<file path="config.mk">
export PLATFORM = sky130hd
export DESIGN_NAME = ld_config_bank
export DESIGN_NICKNAME = d
export VERILOG_FILES = /design/src/ld_config_pkg.sv /design/src/ld_config_bank.sv
export SDC_FILE = /design/constraint.sdc
export NUM_CORES = 1
export LEC_CHECK = 0
export ABC_AREA = 1
export BUFFER_PORTS_ARGS = -buffer_cell sky130_fd_sc_hd__clkbuf_2
export CAP_MARGIN = 20
export CORE_ASPECT_RATIO = 0.8
export CORE_MARGIN = 1.5
export CORE_UTILIZATION = 55
export DETAILED_ROUTE_END_ITERATION = 6
export PLACE_DENSITY = 0.79
export SYNTH_ARGS = -nofsm -noshare
export SYNTH_HDL_FRONTEND = slang
export SYNTH_SLANG_ARGS = --single-unit
</file>
<file path="constraint.sdc">
create_clock -name clk_in -period 4.6 [get_ports clk_in]
set_input_delay 0.46 -clock clk_in [delete_from_list [all_inputs] [get_ports clk_in]]
set_output_delay 0.46 -clock clk_in [all_outputs]
set_load 0.01 [all_outputs]
</file>
<file path="src/ld_config_pkg.sv">
/*
 * Constants and the state type for the configuration register bank that
 * serves the timeout supervisor, joystick port and MIDI port logical devices.
 * Assumes a single 25 MHz clock domain and a 32-bit AHB-Lite register bus.
 */
package ld_config_pkg;

    // Logical device numbers, taken from byte address bits 11:10
    localparam logic [1:0] LD_TIMEOUT  = 2'h0;
    localparam logic [1:0] LD_JOYSTICK = 2'h1;
    localparam logic [1:0] LD_MIDI     = 2'h2;
    localparam int         LD_LSB      = 10;
    localparam int         IDX_LSB     = 2;

    // Register indices; the byte address is four times the index
    localparam logic [7:0] IDX_ACTIVATE = 8'h30;
    localparam logic [7:0] IDX_BASE_HI  = 8'h60;
    localparam logic [7:0] IDX_BASE_LO  = 8'h61;
    localparam logic [7:0] IDX_IRQ_SEL  = 8'h70;
    localparam logic [7:0] IDX_IRQ_TYPE = 8'h71;
    localparam logic [7:0] IDX_DMA_A    = 8'h74;
    localparam logic [7:0] IDX_DMA_B    = 8'h75;
    localparam logic [7:0] IDX_CONTROL  = 8'hf0;

    // Field positions
    localparam int ACT_ENABLE      = 0;
    localparam int CTRL_TRISTATE   = 0;
    localparam int CTRL_POWER      = 1;
    localparam int CTRL_PULLUP     = 2;
    localparam int CTRL_OUT_TYPE   = 3;
    localparam int CTRL_ENHANCED   = 3;
    localparam int IRQ_WAKE_EN     = 4;
    localparam int IRQ_NUM_LSB     = 0;
    localparam int IRQ_NUM_W       = 4;
    localparam int JOY_ALIGN_W     = 4;

    // Fixed read values and write masks; array entry [n] is logical device n
    localparam logic [7:0]      DMA_NONE      = 8'h04;
    localparam logic [7:0]      ACT_WMASK     = 8'h01;
    localparam logic [7:0]      IRQ_TYPE_RST  = 8'h03;
    localparam logic [7:0]      IRQ_TYPE_WMASK = 8'h02;
    localparam logic [2:0][7:0] BASE_LO_WMASK = {8'hfe, 8'hff, 8'hfc};
    localparam logic [2:0][7:0] CTRL_WMASK    = {8'h0d, 8'h0d, 8'h0f};

    // Reset values
    localparam logic [2:0][7:0] BASE_HI_RST = {8'h03, 8'h02, 8'h00};
    localparam logic [2:0][7:0] BASE_LO_RST = {8'h30, 8'h01, 8'h00};
    localparam logic [2:0][7:0] CTRL_RST    = {8'h00, 8'h00, 8'h02};

    // Whole state of the bank: registers plus the bus data-phase context
    typedef struct packed {
        logic [2:0][7:0] act;
        logic [2:0][7:0] base_hi;
        logic [2:0][7:0] base_lo;
        logic [2:0][7:0] irq_sel;
        logic [2:0][7:0] irq_type;
        logic [2:0][7:0] ctrl;
        logic            wr_pend;
        logic [1:0]      wr_ld;
        logic [7:0]      wr_idx;
        logic [31:0]     rdata;
    } state_t;

    localparam state_t STATE_RST = '{
        act:      '0,
        base_hi:  BASE_HI_RST,
        base_lo:  BASE_LO_RST,
        irq_sel:  '0,
        irq_type: {3{IRQ_TYPE_RST}},
        ctrl:     CTRL_RST,
        wr_pend:  1'b0,
        wr_ld:    2'h0,
        wr_idx:   8'h00,
        rdata:    32'h0000_0000
    };

endpackage : ld_config_pkg

</file>
<file path="src/ld_config_bank.sv">
/*
 * Configuration register bank for the timeout supervisor, joystick port and
 * MIDI port logical devices, reached over an AHB-Lite slave port.
 * Assumes the datapaths of the three functions sit outside and obey the
 * access, mode and pad-control levels driven here; all inputs are synchronous.
 */
// The implementer's own choice: the AHB-Lite interface to the registers.
`timescale 1ns/1ns

// Behaviour
// Activate bit 0 clear blocks all runtime register access of that device.
// Timeout base low byte bits 1:0 read zero and ignore writes.
// Timeout irq select register routes the timeout event, with wake-up enable.
// Interrupt type: only bit 1 writable, others read-only, reset value 03h.
// Both DMA report registers of every device are read-only and return 04h.
// Timeout control bit 3 picks push-pull (1) or open-drain (0) output.
// Timeout control bit 2 enables the pull-up on the timeout output pin.
// Timeout control bit 1 clear stops the timer clock, forces output high.
// Timeout control bit 1 set runs the timer whenever the device is active.
// Control bit 0 set floats an inactive device's output pins.
// Timeout control register resets to 02h.
// Joystick legacy mode exposes only the legacy status at the base address.
// Joystick base bits 3:0 nonzero forces legacy mode.
// Joystick full register set needs enhanced bit and 16-byte aligned base.
// Joystick control bit 2 enables button pull-ups when joystick pins selected.
// MIDI base low byte bit 0 reads zero and ignores writes.
// MIDI control bit 3 selects enhanced (1) or legacy (0) mode.
// MIDI control bit 2 enables the pull-up on the MIDI receive input.
// Software should put the joystick base in the wide generic decode range.
// MIDI legacy mode exposes only receive, transmit, status and command.
// MIDI enhanced mode exposes the complete MIDI register set.
// Reserved control bits read zero and ignore writes.
module ld_config_bank (
    // Clock and reset
    input  wire logic        clk_in,
    input  wire logic        rst_in,
    // AHB-Lite slave
    input  wire logic        hsel_in,
    input  wire logic [31:0] haddr_in,
    input  wire logic [1:0]  htrans_in,
    input  wire logic        hwrite_in,
    input  wire logic [2:0]  hsize_in,
    input  wire logic [31:0] hwdata_in,
    input  wire logic        hready_in,
    output logic             hreadyout_out,
    output logic             hresp_out,
    output logic [31:0]      hrdata_out,
    // Runtime access enables and pin float controls, one per logical device
    output logic [2:0]       runtime_access_out,
    output logic [2:0]       pins_tristate_out,
    // Timeout supervisor
    input  wire logic        timeout_event_in,
    output logic             timeout_clk_en_out,
    output logic             timeout_output_force_high_out,
    output logic             timeout_output_push_pull_out,
    output logic             timeout_output_pullup_out,
    output logic [3:0]       timeout_irq_line_out,
    output logic             timeout_irq_req_out,
    output logic             timeout_wake_out,
    output logic [15:0]      timeout_supervisor_base_out,
    // Joystick port
    input  wire logic        joystick_pins_selected_in,
    output logic             joystick_legacy_only_out,
    output logic             joystick_full_set_out,
    output logic [15:0]      joystick_port_base_out,
    output logic [3:0]       joystick_button_pullup_out,
    // MIDI port
    output logic             midi_legacy_only_out,
    output logic             midi_full_set_out,
    output logic [15:0]      midi_port_base_out,
    output logic             midi_receive_pullup_out
);

    ld_config_pkg::state_t st_q;
    ld_config_pkg::state_t st_d;
    logic                  accept;

    // Masked byte update: only bits set in the mask take the new value
    function automatic logic [7:0] masked(input logic [7:0] old_v, input logic [7:0] new_v,
                                          input logic [7:0] mask);
        masked = (old_v & ~mask) | (new_v & mask);
    endfunction : masked

    // Read decode of one register; unmapped devices and indices read zero
    function automatic logic [7:0] reg_read(input ld_config_pkg::state_t s, input logic [1:0] ld,
                                            input logic [7:0] idx);
        reg_read = 8'h00;
        if (ld != 2'h3) begin
            case (idx)
                ld_config_pkg::IDX_ACTIVATE: reg_read = s.act[ld];
                ld_config_pkg::IDX_BASE_HI:  reg_read = s.base_hi[ld];
                ld_config_pkg::IDX_BASE_LO:  reg_read = s.base_lo[ld];
                ld_config_pkg::IDX_IRQ_SEL:  reg_read = s.irq_sel[ld];
                ld_config_pkg::IDX_IRQ_TYPE: reg_read = s.irq_type[ld];
                ld_config_pkg::IDX_DMA_A:    reg_read = ld_config_pkg::DMA_NONE;
                ld_config_pkg::IDX_DMA_B:    reg_read = ld_config_pkg::DMA_NONE;
                ld_config_pkg::IDX_CONTROL:  reg_read = s.ctrl[ld];
                default:                     reg_read = 8'h00;
            endcase
        end
    endfunction : reg_read

    // Transfer taken in the address phase; every transfer is a whole word.
    // Address bits 11:10 pick the logical device and bits 9:2 the index;
    // higher address bits and the byte lanes above 7:0 are ignored, so
    // software must not rely on aliases staying free in a later revision.
    assign accept = hsel_in & htrans_in[1] & hready_in;

    // Next state: finish the pending write, then capture the new address phase.
    // Read data is decoded from the updated state so a read right after a
    // write to the same register already sees the new value.
    always_comb begin
        st_d = st_q;
        if (st_q.wr_pend && st_q.wr_ld != 2'h3) begin
            case (st_q.wr_idx)
                ld_config_pkg::IDX_ACTIVATE:
                    st_d.act[st_q.wr_ld] = masked(st_q.act[st_q.wr_ld], hwdata_in[7:0],
                                                  ld_config_pkg::ACT_WMASK);
                ld_config_pkg::IDX_BASE_HI:
                    st_d.base_hi[st_q.wr_ld] = hwdata_in[7:0];
                ld_config_pkg::IDX_BASE_LO:
                    st_d.base_lo[st_q.wr_ld] = masked(st_q.base_lo[st_q.wr_ld], hwdata_in[7:0],
                                                      ld_config_pkg::BASE_LO_WMASK[st_q.wr_ld]);
                ld_config_pkg::IDX_IRQ_SEL:
                    st_d.irq_sel[st_q.wr_ld] = hwdata_in[7:0];
                ld_config_pkg::IDX_IRQ_TYPE:
                    st_d.irq_type[st_q.wr_ld] = masked(st_q.irq_type[st_q.wr_ld], hwdata_in[7:0],
                                                       ld_config_pkg::IRQ_TYPE_WMASK);
                ld_config_pkg::IDX_CONTROL:
                    st_d.ctrl[st_q.wr_ld] = masked(st_q.ctrl[st_q.wr_ld], hwdata_in[7:0],
                                                   ld_config_pkg::CTRL_WMASK[st_q.wr_ld]);
                default: ;  // DMA reports and unmapped indices ignore writes
            endcase
        end
        st_d.wr_pend = accept & hwrite_in;
        st_d.wr_ld   = haddr_in[ld_config_pkg::LD_LSB +: 2];
        st_d.wr_idx  = haddr_in[ld_config_pkg::IDX_LSB +: 8];
        st_d.rdata   = 32'h0000_0000;
        if (accept && !hwrite_in) begin
            st_d.rdata = {24'h00_0000, reg_read(st_d, haddr_in[ld_config_pkg::LD_LSB +: 2],
                                                haddr_in[ld_config_pkg::IDX_LSB +: 8])};
        end
    end

    // State register; reset loads documented defaults
    always_ff @(posedge clk_in) begin
        if (rst_in) begin
            st_q <= ld_config_pkg::STATE_RST;
        end else begin
            st_q <= st_d;
        end
    end

    // Zero wait states and an OKAY response to everything
    assign hreadyout_out = 1'b1;
    assign hresp_out     = 1'b0;
    assign hrdata_out    = st_q.rdata;

    // Per-device access gate and pin float control
    for (genvar i = 0; i < 3; i++) begin : g_ld
        assign runtime_access_out[i] = st_q.act[i][ld_config_pkg::ACT_ENABLE];
        assign pins_tristate_out[i]  = st_q.ctrl[i][ld_config_pkg::CTRL_TRISTATE]
                                       & ~st_q.act[i][ld_config_pkg::ACT_ENABLE];
    end

    // Timeout supervisor: clock gating, pad type and event routing.
    // Low-power mode leaves the registers reachable; the timer stops and its output is forced high.
    assign timeout_clk_en_out = st_q.ctrl[0][ld_config_pkg::CTRL_POWER]
                                & st_q.act[0][ld_config_pkg::ACT_ENABLE];
    assign timeout_output_force_high_out = ~st_q.ctrl[0][ld_config_pkg::CTRL_POWER];
    assign timeout_output_push_pull_out  = st_q.ctrl[0][ld_config_pkg::CTRL_OUT_TYPE];
    assign timeout_output_pullup_out     = st_q.ctrl[0][ld_config_pkg::CTRL_PULLUP];
    assign timeout_irq_line_out = st_q.irq_sel[0][ld_config_pkg::IRQ_NUM_LSB +: ld_config_pkg::IRQ_NUM_W];
    // Line zero means no routing, so the event is dropped rather than misrouted
    assign timeout_irq_req_out  = timeout_event_in & (timeout_irq_line_out != 4'h0);
    assign timeout_wake_out     = timeout_irq_req_out
                                  & st_q.irq_sel[0][ld_config_pkg::IRQ_WAKE_EN];
    assign timeout_supervisor_base_out = {st_q.base_hi[0], st_q.base_lo[0]};

    // Joystick port: enhanced only with an aligned base; the host must also
    // place that base in its wide decode window, which is not checked here
    assign joystick_port_base_out = {st_q.base_hi[1], st_q.base_lo[1]};
    assign joystick_full_set_out  = st_q.act[1][ld_config_pkg::ACT_ENABLE]
                                    & st_q.ctrl[1][ld_config_pkg::CTRL_ENHANCED]
                                    & (st_q.base_lo[1][ld_config_pkg::JOY_ALIGN_W-1:0] == 4'h0);
    assign joystick_legacy_only_out = st_q.act[1][ld_config_pkg::ACT_ENABLE]
                                      & ~joystick_full_set_out;
    assign joystick_button_pullup_out = {4{st_q.ctrl[1][ld_config_pkg::CTRL_PULLUP]
                                           & joystick_pins_selected_in}};

    // MIDI port mode and pad control
    assign midi_port_base_out   = {st_q.base_hi[2], st_q.base_lo[2]};
    assign midi_full_set_out    = st_q.act[2][ld_config_pkg::ACT_ENABLE]
                                  & st_q.ctrl[2][ld_config_pkg::CTRL_ENHANCED];
    assign midi_legacy_only_out = st_q.act[2][ld_config_pkg::ACT_ENABLE]
                                  & ~st_q.ctrl[2][ld_config_pkg::CTRL_ENHANCED];
    assign midi_receive_pullup_out = st_q.ctrl[2][ld_config_pkg::CTRL_PULLUP];
endmodule : ld_config_bank

</file>
# After elaboration in Yosys (flattened, before gate mapping)
# Index checks and enable logic that the tools add are counted.
totals:
  reg_bits: 187
  latchBits: 0
  mem_bits_rw: 0
  mem_bits_ro: 0
  input_bits: 76
  output_inout_bits: 107
  n_memories: 0
op_classes:
  add_sub_neg: 0
  multipliers: 0
  div: 0
  order_cmp: 3
  n_eq_ne: 16
  shifts: 0
  mux: 40
  n_bitwise: 33
  n_reduce_logical: 8
ops:
  columns: ["operator", "count"]
  rows:
  - ["$bmux W8 S2", 12]
  - ["$bwmux W24", 6]
  - ["$mux W144", 1]
  - ["$mux W24", 6]
  - ["$mux W8", 13]
  - ["$eq A8 B7 Y1 const B", 10]
  - ["$pmux W8 S7", 1]
  - ["$and A8 B8 Y8", 4]
  - ["$demux W8 S2", 1]
  - ["$eq A8 B6 Y1 const B", 2]
  - ["$eq A8 B8 Y1 const B", 2]
  - ["$not A8 Y8", 2]
  - ["$or A8 B8 Y8", 2]
  - ["$and A1 B1 Y1", 15]
  - ["$not A1 Y1", 8]
  - ["$or A8 B1 Y8", 1]
  - ["$or A8 B2 Y8", 1]
  - ["$lt A2 B3 Y1 const B", 2]
  - ["$logic_not A4 Y1", 1]
  - ["$ne A2 B2 Y1 const B", 2]
  - ["$reduce_bool A4 Y1", 1]
  - ["$logic_and A1 B1 Y1", 3]
  - ["$reduce_or A3 Y1", 1]
  - ["$ge A2 B1 Y1 const B", 1]
  - ["other kinds (2)", 2]

# Logic depth before layout (Yosys ltp)
depth:
  word_depth: 11
  mapped_depth: 19
  ltp_nobuf: 17

# Least setup slack after synthesis
# Ideal clock, no wire load.
synth_timing:
  path_kind: "flip-flop to flip-flop"
  start: "register st_q[40] (netlist bit)"
  end: "register st_q, in the netlist hrdata_out[3]"
  arrival_ns: 2.026
  required_time_ns: 4.477
  slack_ns: 2.451
  path_stages_with_launch: 18
  period_less_slack_ns: 2.149
  path_cell_list: "dfxtp_1 > inv_2 > clkbuf_1 > ha_1 > inv_1 > nor2_8 > inv_4 > nor2_4 > buf_6 > nand3_1 > o21ai_1 > nor2_1 > nand2_1 > nand2_1 > nand2_1 > nand2_1 > nor2_1 > nor2_1"
synth_via:
  elab_chain_cells: 11
synth_lines:
  columns: ["item", "line_no", "rtl"]
  rows:
  - ["start, declared", "ld_config_bank.sv:74", "ld_config_pkg::state_t st_q;"]
  - ["start signal, assigned", "ld_config_bank.sv:148", "st_q <= ld_config_pkg::STATE_RST;"]
  - ["start signal, assigned", "ld_config_bank.sv:150", "st_q <= st_d;"]
  - ["branches (longest 7 deep; another with $lt A2 B3 Y1)", null, null]
  - ["$mux W144 (*)", "ld_config_bank.sv:114", "if (st_q.wr_pend && st_q.wr_ld != 2'h3) begin"]
  - ["$bmux W8 S2 (on tied branches)", "ld_config_bank.sv:97, ld_config_bank.sv:92", null]
  - ["$mux W8 (on tied branches)", "ld_config_bank.sv:97, ld_config_bank.sv:92", null]
  - ["$pmux W8 S7 (*)", "ld_config_bank.sv:89", "case (idx)"]
# Every way passes the cells marked *. The select of a mux whose other input is x is not followed.
# A chain may end at the register's enable or synchronous reset.

# Final worst setup path
layout_timing:
  start: "register st_q[41] (netlist bit)"
  end: "register st_q, in the netlist hrdata_out[6]"
# Same word-level chain as after synthesis.

==> impl_metrics.tcl <==
set metrics [dict create \
    holdPathEnd "st_q[34]" \
    synth_top_family_by_area "simple AND/OR/NAND/NOR gates" \
    maxSlewViolCount 0 \
    synth-seq-cells 163 \
    area_growth_pct 5.87 \
    cpMaxStageDelayCell "dfxtp_1" \
    htreeDepth 4 \
    min_path_cells 3 \
    dieArea_um2 18900 \
    hold_violations 0 \
    worstReg2RegEnd "hrdata_out[6]" \
    ir_worst_vdd_v 0.000205 \
    ant_nets 0 \
    rsz0062_at_grt "false" \
    io_pins 183 \
    cts_tree "done" \
    wl_met1_um 13100 \
    tns_ns 0 \
    max_stage_delay_ns 0.43 \
    rows 43 \
    nFillCells 1700 \
    final_util 0.601 \
    antenna_found_initial 0 \
    drt_wl_total_um 31300 \
    core_area_um2 17500 \
    layout-drive-gt1-share 0.133 \
    antenna_cells 0 \
    yosysWarnings 0 \
    synth_top_area_share 0.328 \
    viasPerCell 5.57 \
    critical_path.startpoint "st_q[41]" \
    die_y_um 123 \
    cts_resized 0 \
    synthAdderAreaFrac 0.00629 \
    synthCells 1583 \
    hold_buffers 0 \
    first_pass_iters 6 \
    grt_pass1_vias 8936 \
    synth_compound_area_frac 0.0854 \
    synth_cell_types 39 \
    clk_pin_slew_ns 0.06 \
    syn-cell-area_um2 9950 \
    skew_ns 0.0111 \
    io_buffers 106 \
    worst_skew_pair.late_latency_ns 0.44 \
    relSlewSlack 0.404 \
    drc 0 \
    cts_setup_buffers 0 \
    yosysTopAreaCell "dfxtp_1" \
    cts-root-buf "clkbuf_16" \
    path_cells "inv_1 > ha_1 > inv_1 > nor2_4 > buf_4 > nand3_4 > clkinv_2 > nand2_1 > nand3_1 > nand2_1 > nor2_1 > nor2_1 > nand2_1 > nand2_1 > a21oi_1" \
    num_vias 10200 \
    worst_slew_pin_slew_ns 0.894 \
    finalPower_w 0.00308 \
    gp_congestion 0.973 \
    cts_num_sinks 163 \
    drt_iter0_drc 1519 \
    worstHoldStart "haddr_in[4]" \
    wl_per_cell_um 17.1 \
    setup_viol 0 \
    cts-buffers-inserted 17 \
    grt_max_degree 79 \
    min_period_over_period 0.653 \
    hp-class "in -> reg" \
    leakagePower_nw 5.08 \
    worst-r2r-setup-slack_ns 1.60 \
    max_freq_mhz 333 \
    endpoint_kind "register" \
    cp.arrival_ns 3.33 \
    cp_max_fo 18 \
    cp.required_ns 4.93 \
    reg2reg_depth 15 \
    cts.path.max_buffers 2 \
    worst-setup-path-type "reg -> reg" \
    crit_path_start_kind "register" \
    synth_xor_area_frac 0 \
    wl_met3_um 4240 \
    outcome "finished, final reports clean" \
    period_needed_ns 3.00 \
    dieWidth_um 153 \
    initial_core_util 0.567 \
    grt_overflow_total 0 \
    r2r_start "st_q[41]" \
    ys_seq_area_frac 0.328 \
    synthMuxAreaShare 0 \
    synthTopCellsByArea "dfxtp_1 33%, nand2_1 18%, nand3_1 9.1%, nor2_1 7.4%, buf_4 7.3%" \
    avgSynthCellArea_um2 6.28 \
    routed.top_layer "met4" \
    crit_path_frequent_cell "nand2_1" \
    route.met2.wl_um 12800 \
    power.density_nw_per_um2 292 \
    final_nets 1676 \
    synth-simple-area-share 0.400 \
    grt_pass1_wl_um 47800 \
    max_cap_viol_count 0 \
    track_usage 0.334 \
    dp_hpwl_um 21800 \
]
[power breakdown]
part	switching [W]	internal (W)
clock	0.000584	0.000855
sequential	0.00000571	0.00142
combinational	0.000170	0.0000471
[sequential cells by signal, summed over array words and instances (netlist names), 3 cells and up]
name / cells
timeout_supervisor_base_out: 16
timeout_irq_line_out: 4
st_q: 97
midi_port_base_out: 16
runtime_access_out: 3
joystick_port_base_out: 16
hrdata_out: 8
[stage by stage]
step	worst slack [ns]	hold slack, ns	cells	cell area [um^2]
2_1_floorplan	2.45	0.448	1607	10000
5_1_grt	1.45	0.267	1830	10500
3_3_place_gp	1.77	0.459	1801	9950
3_5_place_dp	1.75	0.468	1801	9950
6_report	1.60	0.260	1830	10500
4_1_cts	1.72	0.256	1830	10500
[layout by cell type, fill, tap and decap left out, types with 2 or more instances in the layout]
master,netlist,final
a21oi_1,32,32
buf_4,97,18
bufinv_16,0,3
clkbuf_16,0,17
clkbuf_2,0,105
clkinv_2,2,5
clkinvlp_4,0,3
conb_1,2,26
dfxtp_1,163,163
ha_1,5,5
inv_1,186,186
inv_2,8,8
inv_4,2,2
nand2_1,474,474
nand2_2,7,7
nand2_4,4,4
nand3_1,180,180
nand3_2,4,4
nand3_4,2,2
nand4_1,7,7
nor2_1,195,195
nor2_4,15,15
nor2_8,5,5
nor3_1,2,2
o211ai_1,13,13
o21a_1,5,5
o21ai_0,61,61
o21ai_1,22,22
o21ai_2,4,4
o22ai_1,13,13
or2_2,8,8
[per-layer routing]
layer	track usage	vias to the layer above
li1	-	4856
met5	0	-
met4	0.155	0
met1	0.462	4569
met3	0.0957	105
met2	0.482	670
[how the worst max path moves through the flow]
stage | endpoint | slack (ns) | cells past startpoint
after floorplan | hrdata_out[3] | 2.45 | 17
after global placement | hrdata_out[6] | 1.77 | 15
after detailed placement | hrdata_out[6] | 1.75 | 15
after CTS | hrdata_out[6] | 1.72 | 15
after global routing | hrdata_out[7] | 1.45 | 13
final | hrdata_out[6] | 1.60 | 15
[layout make-up]
| type | count | area [um^2] | area share |
|---|---|---|---|
| Clock buffer | 19 | 443 | 0.0421 |
| Tap cell | 225 | 282 | 0.0267 |
| Sequential cell | 163 | 3260 | 0.310 |
| Inverter | 199 | 754 | 0.0716 |
| Multi-Input combinational cell | 1091 | 4990 | 0.474 |
| Timing Repair Buffer | 123 | 661 | 0.0627 |
| Clock inverter | 10 | 136 | 0.0129 |
[worst max-delay path, delay by kind of cell (launching register included)]
| kind | cells | cell delay [ns] |
|---|---|---|
| simple gates | 9 | 1.00 |
| flops | 1 | 0.43 |
| compound gates | 1 | 0.23 |
| fa+ha+maj | 1 | 0.27 |
| buf+inv | 4 | 0.97 |
[cell usage after synthesis (all sizes together)]
cell type / number
a211oi: 1
a21boi: 1
a21oi: 32
a22oi: 1
and2: 1
buf: 128
clkbuf: 26
clkinv: 3
conb: 2
dfxtp: 163
ha: 5
inv: 196
nand2: 485
nand3: 186
nand4: 7
nor2: 216
nor3: 3
o211ai: 13
o21a: 5
o21ai: 87
o22ai: 13
or2: 9
[cell families after synthesis]
logic type | after synthesis
simple gates | 907
fa+ha+maj | 5
compound gates | 153
flops | 163
buf+inv | 353
other cells | 2
(Power assumes the default switching activity.)
